<file path="src/fmfc_pkg.sv">
// Package of constants for the flyback mode and fault control block
package fmfc_pkg;
  localparam int CLK_HZ = 40000000;
  // Jitter square wave
  localparam int JITTER_HZ = 9000;
  localparam int JITTER_HALF_CYC = CLK_HZ / (2 * JITTER_HZ);
  localparam int JITTER_PCT = 5;
  localparam int PCT_FULL = 100;
  // Overvoltage trips needed in a row
  localparam int OVP_TRIPS = 4;
  localparam logic [2:0] OVP_CNT_RESET = 3'h0;
  // Threshold width
  localparam int THR_W = 10;
  typedef enum logic [1:0] {
    FMFC_OFF, FMFC_RUN, FMFC_BURST, FMFC_FAULT
  } fmfc_state_t;
endpackage

</file>
<file path="src/fmfc_sync.sv">
// Two flip-flop synchroniser for a group of level inputs
`timescale 1ns/10ps
module fmfc_sync #(
  parameter int WIDTH = 1
) (
  // Clock and reset
  input wire logic ref_clk,
  input wire logic reset,
  // Levels
  input wire logic [WIDTH-1:0] async_in,
  output logic [WIDTH-1:0] sync_out
);
  logic [WIDTH-1:0] stage1;

  genvar i;
  generate
    for (i = 0; i < WIDTH; i++) begin : g_bit
      always_ff @(posedge ref_clk) begin
        if (reset) begin
          stage1[i] <= 1'b0;
          sync_out[i] <= 1'b0;
        end else begin
          stage1[i] <= async_in[i];
          sync_out[i] <= stage1[i];
        end
      end
    end
  endgenerate
endmodule

</file>
<file path="src/fmfc_jitter.sv">
// Square wave jitter source and threshold offset
`timescale 1ns/10ps
module fmfc_jitter #(
  parameter int HALF_CYC = fmfc_pkg::JITTER_HALF_CYC
) (
  // Clock and reset
  input wire logic ref_clk,
  input wire logic reset,
  // Threshold in, reduced threshold out
  input wire logic [fmfc_pkg::THR_W-1:0] thr_in,
  output logic [fmfc_pkg::THR_W-1:0] thr_out,
  output logic phase
);
  logic [15:0] count;
  logic [fmfc_pkg::THR_W+6:0] scaled;

  always_ff @(posedge ref_clk) begin
    if (reset) begin
      count <= 16'h0000;
      phase <= 1'b0;
    end else if (count == 16'(HALF_CYC - 1)) begin
      count <= 16'h0000;
      phase <= ~phase;
    end else begin
      count <= count + 16'h0001;
    end
  end

  // Depth is a fraction of the amplitude, so it fades at light load
  always_comb begin
    scaled = ({7'h00, thr_in} * 17'(fmfc_pkg::JITTER_PCT)) / 17'(fmfc_pkg::PCT_FULL);
  end

  always_ff @(posedge ref_clk) begin
    if (reset) begin
      thr_out <= '0;
    end else if (phase) begin
      thr_out <= thr_in - scaled[fmfc_pkg::THR_W-1:0];
    end else begin
      thr_out <= thr_in;
    end
  end
endmodule

</file>
<file path="src/fmfc_top.sv">
// Mode and fault control logic of a quasi-resonant flyback controller
// Summary of operation
// - On-time ends at lower of two limits
// - Sensed current crossing threshold turns switch off
// - Feedback 65 mV under entry enters burst
// - Burst resumes switching at burst entry level
// - Burst cycles use fixed internal clamp peak
// - Low feedback selects lowered lockout threshold
// - Above burst exit restores normal lockout threshold
// - Lockout holds gate output low
// - 9 kHz square wave, 5% threshold jitter
// - Demag sample above 2.5 V flags trip
// - Four consecutive trips stop switching
// - Cycle without trip clears trip counter
// - Build option picks auto-restart or latch
// - Auto-restart waits restart level then turn-on
// - Latched fault cycles start-up generator periodically
// - Latch clears on mains removal plus restart
// - Line-dependent offset added to sense signal
// - Armed demag falling edge turns switch on
// - Latched stays off until hv and supply low
`timescale 1ns/10ps
module fmfc_top #(
  parameter bit LATCHED = 1'b0,
  parameter int JITTER_HALF = fmfc_pkg::JITTER_HALF_CYC
) (
  // Clock and reset
  input wire logic ref_clk,
  input wire logic reset,
  // Analog comparators
  input wire logic fb_below_entry_cmp,
  input wire logic fb_at_entry_cmp,
  input wire logic fb_above_exit_cmp,
  input wire logic demag_arm_cmp,
  input wire logic demag_fall_cmp,
  input wire logic demag_ovp_cmp,
  input wire logic current_trip_cmp,
  // Supply flags
  input wire logic supply_lockout_cmp,
  input wire logic supply_restart_cmp,
  input wire logic supply_turnon_cmp,
  input wire logic hv_start_cmp,
  // Thresholds from the analog front end
  input wire logic [fmfc_pkg::THR_W-1:0] feedback_thr,
  input wire logic [fmfc_pkg::THR_W-1:0] cc_limit_level,
  input wire logic [fmfc_pkg::THR_W-1:0] burst_clamp_level,
  input wire logic [fmfc_pkg::THR_W-1:0] line_offset,
  // Outputs
  output logic gate_out,
  output logic [fmfc_pkg::THR_W-1:0] peak_threshold,
  output logic [fmfc_pkg::THR_W-1:0] sense_offset,
  output logic lowered_lockout_sel,
  output logic hv_start_enable,
  output logic fault_active,
  output logic burst_active
);
  localparam int NS = 11;
  logic [NS-1:0] raw;
  logic [NS-1:0] syn;
  logic fb_below, fb_at, fb_above, arm_in, fall_in, ovp_in, trip_in;
  logic uvlo, below_restart, turnon, hv_ok;
  logic armed, fall_q, restart_seen, next_gate;
  logic ovp_cycle;
  logic [2:0] ovp_count;
  logic [fmfc_pkg::THR_W-1:0] base_thr;
  logic [fmfc_pkg::THR_W-1:0] jit_thr;
  logic jit_phase;
  fmfc_pkg::fmfc_state_t state;
  fmfc_pkg::fmfc_state_t next_state;

  assign raw = {fb_below_entry_cmp, fb_at_entry_cmp, fb_above_exit_cmp, demag_arm_cmp, demag_fall_cmp,
                demag_ovp_cmp, current_trip_cmp, supply_lockout_cmp, supply_restart_cmp,
                supply_turnon_cmp, hv_start_cmp};

  // Every asynchronous level passes two flops first
  fmfc_sync #(.WIDTH(NS)) u_sync (
    .ref_clk(ref_clk),
    .reset(reset),
    .async_in(raw),
    .sync_out(syn)
  );

  assign {fb_below, fb_at, fb_above, arm_in, fall_in, ovp_in, trip_in, uvlo, below_restart, turnon, hv_ok} = syn;

  // Smaller of the two limits governs, clamp replaces both in burst
  always_comb begin
    if (state == fmfc_pkg::FMFC_BURST) begin
      base_thr = burst_clamp_level;
    end else if (cc_limit_level < feedback_thr) begin
      base_thr = cc_limit_level;
    end else begin
      base_thr = feedback_thr;
    end
  end

  fmfc_jitter #(.HALF_CYC(JITTER_HALF)) u_jitter (
    .ref_clk(ref_clk),
    .reset(reset),
    .thr_in(base_thr),
    .thr_out(jit_thr),
    .phase(jit_phase)
  );

  always_ff @(posedge ref_clk) begin
    if (reset) begin
      peak_threshold <= '0;
      sense_offset <= '0;
    end else begin
      peak_threshold <= jit_thr;
      sense_offset <= line_offset;
    end
  end

  // Mode and fault state
  always_comb begin
    next_state = state;
    case (state)
      fmfc_pkg::FMFC_OFF: begin
        if (turnon && !uvlo) begin
          next_state = fmfc_pkg::FMFC_RUN;
        end
      end
      fmfc_pkg::FMFC_RUN: begin
        if (uvlo) begin
          next_state = fmfc_pkg::FMFC_OFF;
        end else if (ovp_count == 3'(fmfc_pkg::OVP_TRIPS)) begin
          next_state = fmfc_pkg::FMFC_FAULT;
        end else if (fb_below) begin
          next_state = fmfc_pkg::FMFC_BURST;
        end
      end
      fmfc_pkg::FMFC_BURST: begin
        if (uvlo) begin
          next_state = fmfc_pkg::FMFC_OFF;
        end else if (ovp_count == 3'(fmfc_pkg::OVP_TRIPS)) begin
          next_state = fmfc_pkg::FMFC_FAULT;
        end else if (fb_above) begin
          next_state = fmfc_pkg::FMFC_RUN;
        end
      end
      fmfc_pkg::FMFC_FAULT: begin
        if (!LATCHED && restart_seen && turnon) begin
          next_state = fmfc_pkg::FMFC_OFF;
        end else if (LATCHED && below_restart && !hv_ok) begin
          next_state = fmfc_pkg::FMFC_OFF;
        end
      end
      default: next_state = fmfc_pkg::FMFC_OFF;
    endcase
  end

  always_ff @(posedge ref_clk) begin
    if (reset) begin
      state <= fmfc_pkg::FMFC_OFF;
    end else begin
      state <= next_state;
    end
  end

  // Auto-restart needs a dip below restart before turn-on counts
  always_ff @(posedge ref_clk) begin
    if (reset || state != fmfc_pkg::FMFC_FAULT) begin
      restart_seen <= 1'b0;
    end else if (below_restart) begin
      restart_seen <= 1'b1;
    end
  end

  // Burst pause: switching held off until feedback climbs back
  always_ff @(posedge ref_clk) begin
    if (reset || below_restart) begin
      burst_active <= 1'b0;
    end else if (state == fmfc_pkg::FMFC_BURST && fb_below) begin
      burst_active <= 1'b1;
    end else if (fb_at || state != fmfc_pkg::FMFC_BURST) begin
      burst_active <= 1'b0;
    end
  end

  // Adaptive lockout threshold select
  always_ff @(posedge ref_clk) begin
    if (reset || below_restart) begin
      lowered_lockout_sel <= 1'b0;
    end else if (fb_below) begin
      lowered_lockout_sel <= 1'b1;
    end else if (fb_above) begin
      lowered_lockout_sel <= 1'b0;
    end
  end

  // Valley trigger arming; blanked while the switch is on
  always_ff @(posedge ref_clk) begin
    if (reset) begin
      armed <= 1'b0;
      fall_q <= 1'b0;
    end else begin
      fall_q <= fall_in;
      if (gate_out) begin
        armed <= 1'b0;
      end else if (arm_in) begin
        armed <= 1'b1;
      end
    end
  end

  // Gate drive
  always_comb begin
    next_gate = gate_out;
    if (gate_out && trip_in) begin
      next_gate = 1'b0;
    end else if (!gate_out && armed && fall_in && !fall_q) begin
      next_gate = 1'b1;
    end
    if (uvlo || burst_active || state == fmfc_pkg::FMFC_OFF || state == fmfc_pkg::FMFC_FAULT) begin
      next_gate = 1'b0;
    end
  end

  always_ff @(posedge ref_clk) begin
    if (reset) begin
      gate_out <= 1'b0;
    end else begin
      gate_out <= next_gate;
    end
  end

  // One sample per valley event, taken at the demag instant
  assign ovp_cycle = !gate_out && armed && fall_in && !fall_q;

  always_ff @(posedge ref_clk) begin
    if (reset || below_restart) begin
      ovp_count <= fmfc_pkg::OVP_CNT_RESET;
    end else if (ovp_cycle) begin
      if (!ovp_in) begin
        ovp_count <= fmfc_pkg::OVP_CNT_RESET;
      end else if (ovp_count != 3'(fmfc_pkg::OVP_TRIPS)) begin
        ovp_count <= ovp_count + 3'h1;
      end
    end
  end

  // Latched variant recycles supply through start-up generator
  always_ff @(posedge ref_clk) begin
    if (reset) begin
      hv_start_enable <= 1'b0;
      fault_active <= 1'b0;
    end else begin
      fault_active <= (next_state == fmfc_pkg::FMFC_FAULT);
      if (next_state == fmfc_pkg::FMFC_FAULT && LATCHED) begin
        hv_start_enable <= uvlo ? 1'b1 : (turnon ? 1'b0 : hv_start_enable);
      end else begin
        hv_start_enable <= (next_state == fmfc_pkg::FMFC_OFF || next_state == fmfc_pkg::FMFC_FAULT) && !turnon;
      end
    end
  end
endmodule

</file>
<file path="config.mk">
export PLATFORM = sky130hd
export DESIGN_NAME = fmfc_top
export DESIGN_NICKNAME = d
export VERILOG_FILES = /design/src/fmfc_pkg.sv /design/src/fmfc_sync.sv /design/src/fmfc_jitter.sv /design/src/fmfc_top.sv
export SDC_FILE = /design/constraint.sdc
export NUM_CORES = 1
export LEC_CHECK = 0
export ABC_AREA = 1
export BUFFER_PORTS_ARGS = -buffer_cell sky130_fd_sc_hd__buf_2
export CORE_MARGIN = 3
export CORE_UTILIZATION = 50
export CTS_CLUSTER_SIZE = 30
export DETAILED_ROUTE_END_ITERATION = 7
export PLACE_DENSITY = 0.72
export RECOVER_POWER = 25
export SLEW_MARGIN = 25
export SYNTH_ARGS = -nofsm -noshare
export SYNTH_HDL_FRONTEND = slang
export SYNTH_SLANG_ARGS = --single-unit
</file>
<file path="constraint.sdc">
create_clock -name ref_clk -period 9 [get_ports ref_clk]
set_clock_uncertainty 0.1 [all_clocks]
set_input_delay 1.35 -clock ref_clk [delete_from_list [all_inputs] [get_ports ref_clk]]
set_output_delay 1.35 -clock ref_clk [all_outputs]
set_load 0.005 [all_outputs]
</file>
# Word-level counts from Yosys, hierarchy flattened
# Cells that the tools add are included.
[op_classes]
add_sub_neg = 3
multipliers = 1
div = 1
n_lt_le_gt_ge = 1
n_eq_ne = 10
n_mux = 18
n_bitwise = 1
reduce_logical = 27
[ops]
columns = ["cell", "n"]
rows = [
  ["$mux 10", 3],
  ["$div 13x7->17 const B", 1],
  ["$add 16x1->16 const B", 1],
  ["$eq 16x12->1 const B", 1],
  ["$mux 2", 8],
  ["$mul 10x3->13 const B", 1],
  ["$lt 10x10->1", 1],
  ["$sub 10x10->10", 1],
  ["$logic_and 1x1->1", 8],
  ["$pmux 2 s4", 1],
  ["$logic_or 1x1->1", 7],
  ["$eq 2x2->1 const B", 3],
  ["$mux 3", 2],
  ["$ne 2x2->1 const B", 3],
  ["$logic_not 1->1", 4],
  ["$logic_not 2->1", 2],
  ["$mux 1", 4],
  ["$reduce_bool 2->1", 2],
  ["$reduce_or 2->1", 2],
  ["$add 3x1->3 const B", 1],
  ["$eq 3x3->1 const B", 1],
  ["$ne 3x3->1 const B", 1],
  ["$reduce_or 3->1", 1],
  ["$eq 2x1->1 const B", 1],
  ["2 further kinds", 2],
]
[word_totals]
regBits = 80
input_bits = 53
output_inout_bits = 25

# Logic depth before layout (Yosys ltp)
# Gate-level depths: netlist of the first run.
[depth]
word_depth = 7
mapped_depth = 67

# Modules after synthesis
# A second synthesis of the first run with hierarchy kept.
[hier_totals]
hier_cells = 775
area_unflattened_um2 = 5291.3
[modules_own_cells]
columns = ["module", "n_inst", "cells_per_inst", "area_each_um2"]
rows = [
  ["fmfc_jitter", 1, 456, 2947.8],
  ["fmfc_top", 1, 251, 1715.4],
  ["fmfc_sync", 1, 68, 628.1],
]

# Worst setup path before layout of the first run
# No wires, ideal clock.
[synth_path]
kind = "input -> register"
startpoint = "input feedback_thr[8] (netlist bit)"
endpoint = "register u_jitter.thr_out[8] (netlist bit)"
arrival_time_ns = 7.943
slack_ns = 0.838
path_stages = 56
cell_sequence = "inv_1 -> ha_1 -> nand2_1 -> nor2_1 -> nand3_1 -> nand3_4 -> clkbuf_1 -> nand2_1 -> o21ai_0 -> nand2_1 -> o21ai_0 -> inv_1 -> ha_1 -> ha_1 -> fa_1 -> nand3_1 -> nand3_1 -> a21oi_1 -> (+20 left out) -> nor2_2 -> nand2_2 -> nand2_2 -> a21oi_1 -> nand3_1 -> nand2_1 -> ha_1 -> inv_1 -> fa_1 -> a21oi_1 -> nor2_1 -> nor2_1 -> nor2_1 -> o21ai_0 -> nand2_1 -> a2111o_1 -> o21ai_0 -> a21oi_1"
[synth_between]
elab_chain_len = 7
[synth_lines]
columns = ["element", "line_no", "source"]
rows = [
  ["from (decl)", "fmfc_top.sv:44", "input wire logic [fmfc_pkg::THR_W-1:0] feedback_thr,"],
  ["$lt 10x10->1", "fmfc_top.sv:89", "end else if (cc_limit_level < feedback_thr) begin"],
  ["$mux 10 *", "fmfc_top.sv:89", ""],
  ["$mux 10 *", "fmfc_top.sv:87", "if (state == fmfc_pkg::FMFC_BURST) begin"],
  ["$mul 10x3->13", "fmfc_jitter.sv:31", "scaled = ({7'h00, thr_in} * 17'(fmfc_pkg::JITTER_PCT)) / 17'(fmfc_pkg::PCT_FULL);"],
  ["$div 13x7->17", "fmfc_jitter.sv:31", ""],
  ["$sub 10x10->10", "fmfc_jitter.sv:38", "thr_out <= thr_in - scaled[fmfc_pkg::THR_W-1:0];"],
  ["$mux 10 *", "fmfc_jitter.sv:37", "end else if (phase) begin"],
  ["to (signal assigned)", "fmfc_jitter.sv:38", ""],
  ["to (signal assigned)", "fmfc_jitter.sv:40", "thr_out <= thr_in;"],
  ["to (decl)", "fmfc_jitter.sv:11", "output logic [fmfc_pkg::THR_W-1:0] thr_out,"],
]
# Mark *: on every way between the ends. The rest lies on a longest branch, timed or not.
# A chain may end at the register's enable or synchronous reset.

# Worst setup path in the final report of the first run
# Same ends and word-level chain as after synthesis.

==> results by group, run 1 <==
Worst setup path
  • Crit end category: flip-flop
  • Startpoint Class: primary input
  • Buffer and inverter count on the worst path: 4
  • Slowest Stage Delay on Critical Path: between 0.3 and 0.4 ns
  • Worst endpoint data arrival time: 8.42 ns
  • WP data required: 9.12 ns
  • Largest delay share family, worst path: simple AND/OR/NAND/NOR gates
  • Worst-path maximum fanout: 7
  • Slowest CP cell: a2111o_1
  • Worst setup path category: in -> reg

Placement
  • Post-DP HPWL: 7940 um
  • RD Place Congestion: 0.792
  • Input/output buffers: 76
  • Dpl cells: about 900
  • Area post-placement: 5390 um2

Cells and area
  • Share of post-route cells with drive strength above 1: 23.5%
  • Antenna cells: 0
  • Final Net Count: 864
  • Design Area, Final: approximately 5700 um2
  • Filler cell count: between 800 and 900
  • Register Area: about 1600 um2
  • Finished Layout Cells: just over 900
  • Layout area overhead: 17.2%
  • Fin util: between 60% and 70%
  • Area of the multi-input gates: approximately 2800 um2

Timing
  • Final Hold Fails: 0
  • Max_slew headroom: 41.8%
  • Setup TNS: 0 ns
  • Endpoints failing setup: 0
  • Slew at the pin closest to its max-slew limit: 0.874 ns
  • Final Cycle Share: approximately 92%
  • F_max: 0.121 GHz
  • Final Max Slew Viols: 0
  • Final Critical Period: between 8 and 9 ns

Detailed routing
  • 1st-iter DRT viols: 192
  • DR WL/cell: approximately 11 um
  • Detailed Route WL: 9950 um
  • Pre-antenna DRT Iters: 4
  • DR vias/cell: 4.79
  • Routed Antenna Nets: 0
  • DRC: 0
  • Routed vias: 4355

Floorplan
  • I/O Pins: 78
  • Die H: roughly 100 um
  • Core area: 9330 um2
  • DIE WIDTH: 105 um
  • Die area: between 10000 and 15000 um2
  • Initial core utilization: 52.1%
  • Rows: 35

Synth
  • Top-count cell post-synth: inv_1
  • Cell variety after synth: 42
  • Commonest cells in the netlist: 132 x inv_1, 114 x nand2_1, 93 x nor2_1
  • Synthesized flop and latch total: 80
  • Post-synth ARST share: 0%
  • Largest area contributor in the netlist: dfxtp_1
  • YS warnings: 0
  • Cells after Synth: 688
  • Post-synthesis sequential area ratio: 33.0%
  • Syn avg cell area: 7.06 um2
  • Share of the synthesized area in the top cell type: 33.0%
  • Post-synth EDFFs: 0
  • Synth area leaders: dfxtp_1 33%, inv_1 10%, nand2_1 8.8%
  • Syn nets: 776
  • Main flop type after synthesis: dfxtp_1
  • Post-Syn Area: 4860 um2

GRT
  • Met3 Use GR: 1.67%
  • Initial antenna violation count: 0
  • Global-route track usage on met2: 34.0%
  • Number of global-route vias before repair: a little over 4000
  • Met1 Use GR: 20.9%
  • First-pass GRT wire length: 17000 um
  • Total congestion overflow: 0
  • Top Usage Layer GRT: met2
  • Largest net degree at the start of global routing: 53
  • Gr usage total: between 10% and 20%

Status
  • Status: complete, no violations

Clocking
  • CTS Sinks: 80
  • Clock insertion delay at the later pin of the skew report: 0.34 ns
  • CTS Buf Count: 9
  • CTS max path bufs: 2
  • Clock transition at path regs: 0.07 ns
  • CTS HTree Levels: 3
  • CTS tree: yes
  • CTS root buffer: clkbuf_8

Hold path
  • HP Class: reg -> reg

Flow run
  • Max_cap viols: 0
[worst paths after layout]
kind / start / to / slack [ns] / cells past startpoint
hold reg to reg: u_jitter.thr_out[6] / peak_threshold[6] / 0.30 / 2
setup / recovery: feedback_thr[8] / u_jitter.thr_out[8] / 0.71 / 56
hold / removal: u_jitter.thr_out[6] / peak_threshold[6] / 0.30 / 2
setup reg to reg: state[1] / u_jitter.thr_out[8] / 1.76 / 52
[area by class of cell]
cell class	instances	share of cell area [%]
multi-input combinational	456	48.7
sequential	80	28.1
inverter	142	9.36
timing repair buffer	87	8.13
tap	129	2.84
clock buffer	9	2.18
clock inverter	6	0.659
[routing by layer]
layer	part of all wire, %	routed length, um
met5	0	0
met3	4.0	401
met4	1.9	185
met2	50	4960
met1	44	4400
[logic make-up (layout without fill, tap and decap cells)]
| family | count (synthesis) | after routing | share of synthesized area, % |
|---|---|---|---|
| buffers and inverters | 153 | 244 | 11.8 |
| and+or+nand+nor | 315 | 316 | 32.3 |
| AOI/OAI and AO/OA | 91 | 91 | 11.0 |
| DFF | 80 | 80 | 33.0 |
| adders and majority gates | 35 | 35 | 9.33 |
| xor gates and xnor gates | 14 | 14 | 2.53 |
[flip-flops by register name, summed over array words and instances (netlist names)]
name and flops:
u_jitter.count 16, peak_threshold 10, sense_offset 10, u_jitter.thr_out 10
u_sync.stage1 10, u_sync.sync_out 10, ovp_count 3, state 2
armed 1, burst_active 1, fall_q 1, fault_active 1
gate_out 1, hv_start_enable 1, lowered_lockout_sel 1, restart_seen 1
u_jitter.phase 1
[what timing repair did]
item / CTS / global route
resized for setup: 0 / 35
hold buffers: 0 / 0
buffers inserted: 0 / 7
setup endpoints to repair: 0 / 4
[worst reg2reg max path: cells and delay by family, from the launching register on]
kind,cells,cell delay [ns]
AOI/OAI and AO/OA,11,1.80
adders and majority gates,4,1.10
DFF,1,0.42
and+or+nand+nor,33,3.20
buffers and inverters,4,0.52
[metrics by stage]
stage / worst slack, ns / hold slack, ns
CTS: 0.241 / 0.302
detailed placement: -0.0905 / 0.293
floorplan: 0.838 / 0.288
global route: -0.0324 / 0.318
global placement: 0.204 / 0.290
finish: 0.707 / 0.300
[cells in the final DEF (no fill, tap or decap), types with 3 or more instances in the layout]
cell / Yosys / layout
o21ai_1: 4 / 10
nand2_1: 114 / 111
clkinv_2: 0 / 3
nor2_2: 3 / 3
o211ai_1: 9 / 9
buf_2: 0 / 76
nor2_4: 3 / 5
nor2_1: 93 / 91
nand2_2: 18 / 20
ha_1: 33 / 33
buf_4: 0 / 11
nand4_1: 8 / 8
nand3_2: 7 / 7
nand3_1: 28 / 27
a21oi_2: 0 / 3
inv_1: 132 / 129
nor3_1: 14 / 14
dfxtp_1: 80 / 80
xnor2_1: 6 / 6
nand3_4: 3 / 5
xor2_1: 8 / 8
nand2_4: 10 / 11
nor3b_1: 3 / 3
a21oi_1: 32 / 29
inv_2: 9 / 12
clkbuf_8: 0 / 9
a211oi_1: 5 / 5
a21o_1: 3 / 3
o21ai_0: 29 / 18
o21ai_2: 2 / 7
clkinvlp_4: 0 / 3
Power of run 1 is not shown: default switching activity piles up to over one toggle a cycle in this logic, so the estimate is an artifact.
==> run 2, diff against run 1 <==
--- a/config.mk
+++ b/config.mk
@@ -11,9 +11,9 @@
 export CORE_UTILIZATION = 50
 export CTS_CLUSTER_SIZE = 30
 export DETAILED_ROUTE_END_ITERATION = 7
-export PLACE_DENSITY = 0.72
+export PLACE_DENSITY = 0.75
 export RECOVER_POWER = 25
-export SLEW_MARGIN = 25
+export SLEW_MARGIN = 20
 export SYNTH_ARGS = -nofsm -noshare
 export SYNTH_HDL_FRONTEND = slang
 export SYNTH_SLANG_ARGS = --single-unit
==> constraint.sdc (replaced) <==
create_clock -name ref_clk -period 7.2 [get_ports ref_clk]
set_clock_uncertainty 0.1 [all_clocks]
set_input_delay 1.08 -clock ref_clk [delete_from_list [all_inputs] [get_ports ref_clk]]
set_output_delay 1.08 -clock ref_clk [all_outputs]
set_load 0.005 [all_outputs]
==> results by group, run 2 (synthesis results as in run 1) <==
Status
  • Status: finished, violations left (was complete, no violations)
  • Violated checks: setup timing

Floorplan
  • Rows: 35 (unchanged)
  • Die H: 105 um (unchanged)
  • DIE WIDTH: 105 um (unchanged)
  • Core area: 9330 um2 (unchanged)
  • Initial core utilization: 52.1% (unchanged)
  • I/O Pins: 78 (unchanged)
  • Die area: 10900 um2 (unchanged)

Flow run
  • Max_cap viols: 0 (unchanged)

GRT
  • Total congestion overflow: 0 (unchanged)
  • Gr usage total: 21.5% (was 18.2%)
  • Largest net degree at the start of global routing: 53 (unchanged)
  • Initial antenna violation count: 0 (unchanged)
  • Number of global-route vias before repair: 4777 (was 4142)
  • First-pass GRT wire length: 19900 um (was 17000 um)

Clocking
  • Hold-fix buffers, CTS: 0 (unchanged)
  • CTS Buf Count: 9 (unchanged)
  • Clock transition at path regs: 0.08 ns (was 0.07 ns)
  • Clock insertion delay at the later pin of the skew report: 0.34 ns (about the same)
  • CTS Sinks: 80 (unchanged)
  • CTS root buffer: clkbuf_8 (unchanged)
  • CTS max path bufs: 2 (unchanged)
  • CTS tree: yes (unchanged)
  • CTS HTree Levels: 3 (unchanged)

Cells and area
  • Antenna cells: 0 (unchanged)
  • Share of post-route cells with drive strength above 1: 41.8% (was 23.5%)
  • Register Area: 1600 um2 (unchanged)
  • Commonest non-fill, non-tap cell in the layout: inv_1 (unchanged)
  • Largest Register: u_jitter.count (unchanged)
  • Layout area overhead: 47.1% (was 17.2%)
  • Final Net Count: 949 (was 864)
  • Commonest non-fill, non-tap cells in the layout: 117 x inv_1, 89 x buf_4, 83 x nor2_1 (was 129 x inv_1, 111 x nand2_1, 91 x nor2_1)
  • Filler cell count: 634 (was 885)
  • Number of flip-flops in the largest register: 16 (unchanged)
  • Area of the multi-input gates: 3430 um2 (was 2770 um2)
  • Fin util: 76.6% (was 61.0%)

Timing
  • Final Max Slew Viols: 0 (unchanged)
  • Endpoints failing setup: 7 (was 0)
  • Final Hold Fails: 0 (unchanged)
  • Worst Hold Slack: 0.301 ns (was 0.300 ns)
  • Final Critical Period: 7.75 ns
  • Max_slew headroom: 42.4% (was 41.8%)
  • Worst setup margin: -0.552 ns (was 0.707 ns)
  • RSZ-0062 raised after global routing: yes
  • Slew at the pin closest to its max-slew limit: 0.865 ns (was 0.874 ns)
  • Final Cycle Share: 108%
  • F_max: 0.129 GHz

Worst setup path
  • Cell repeated most along the worst path: nand2_4
  • WP data required: 7.33 ns (was 9.12 ns)
  • Startpoint Class: primary input (unchanged)
  • Worst endpoint data arrival time: 7.88 ns (was 8.42 ns)
  • Reg2Reg Setup Slack: 0.13 ns (was 1.76 ns)
  • Crit end category: flip-flop (unchanged)
  • Worst-path maximum fanout: 6 (was 7)
  • Worst setup path category: in -> reg (unchanged)
  • Slowest Stage Delay on Critical Path: 0.38 ns (was 0.39 ns)
  • Largest delay share family, worst path: simple AND/OR/NAND/NOR gates (unchanged)
  • Buffer and inverter count on the worst path: 5 (was 4)
  • Slowest CP cell: fa_2 (was a2111o_1)

Detailed routing
  • Routed vias: 4893 (was 4355)
  • DR WL/cell: 12.8 um (was 10.9 um)
  • DR vias/cell: 4.92 (was 4.79)
  • Detailed Route WL: 12800 um (was 9950 um)
  • 1st-iter DRT viols: 166 (was 192)
  • Pre-antenna DRT Iters: 4 (unchanged)
  • Routed Antenna Nets: 0 (unchanged)
  • DRC: 0 (unchanged)

Placement
  • Post-DP HPWL: 8350 um (was 7940 um)
  • Input/output buffers: 76 (unchanged)
  • RD Place Congestion: 0.813 (was 0.792)

Hold path
  • HP Class: reg -> reg (unchanged)
-- run 2: cell types whose count changed in the layout (fill, tap and decap cells not counted), moves of 7 or more --
| cell | before | now |
|---|---|---|
| inv_1 | 129 | 117 |
| ha_4 | 0 | 15 |
| nand3_1 | 27 | 19 |
| buf_6 | 0 | 13 |
| nor2_1 | 91 | 83 |
| nand2_4 | 11 | 32 |
| nor2_4 | 5 | 12 |
| buf_2 | 76 | 68 |
| inv_2 | 12 | 20 |
| nand2_1 | 111 | 82 |
| buf_4 | 11 | 89 |
| ha_1 | 33 | 16 |
-- run 2: metal layers --
layer | GRT usage, % | part of all wire [%] | up-vias
met4 | 7.31 | 2.2 | 0
met2 | 41.1 | 54 | 110
met5 | 0 | 0 | -
li1 | - | - | 2504
met3 | 3.52 | 3.7 | 25
met1 | 23.8 | 40 | 2254
-- run 2: cell type report --
class	instances	area share [%]
Multi-Input combinational cell	456	48.1
Inverter	142	7.64
Tap cell	129	2.26
Clock buffer	11	1.84
Timing Repair Buffer	172	16.7
Sequential cell	80	22.4
Clock inverter	5	1.14
-- run 2: path summary, 6_finish.rpt --
| check | depth (start not counted) | start | to |
|---|---|---|---|
| worst max-delay path | 60 | feedback_thr[9] | u_jitter.thr_out[8] |
| worst min-delay path | 2 | u_jitter.thr_out[6] | peak_threshold[6] |
| worst max register to register | 56 | state[0] | u_jitter.thr_out[8] |
| worst min register to register | 2 | u_jitter.thr_out[6] | peak_threshold[6] |
-- run 2: repair_timing --
action / 4_1_cts / 5_1_grt
endpoints found under the setup margin: 9 / 9
setup buffers: 18 / 11
cloned: 1 / 0
gates resized for setup: 108 / 75
pin swaps: 30 / 50
-- run 2: tightest hold or removal path, cell delays in order, from the launching register on --
cell,delay [ns]
dfxtp_1,0.30
inv_1,0.04
nor2_1,0.03
-- run 2: stage by stage --
stage | setup slack [ns] | setup TNS [ns] | instance area [um2] | cells
final | -0.552 | -1.68 | 7140 | 995
after global routing | -0.982 | -4.92 | 7140 | 995
after CTS | -0.315 | -1.04 | 6790 | 989
after detailed placement | -1.09 | -6.34 | 5990 | 955
after global placement | -0.799 | -3.81 | 5990 | 955
after floorplan | -0.287 | -0.287 | 4940 | 688
Power of run 2 is left out for the same reason.
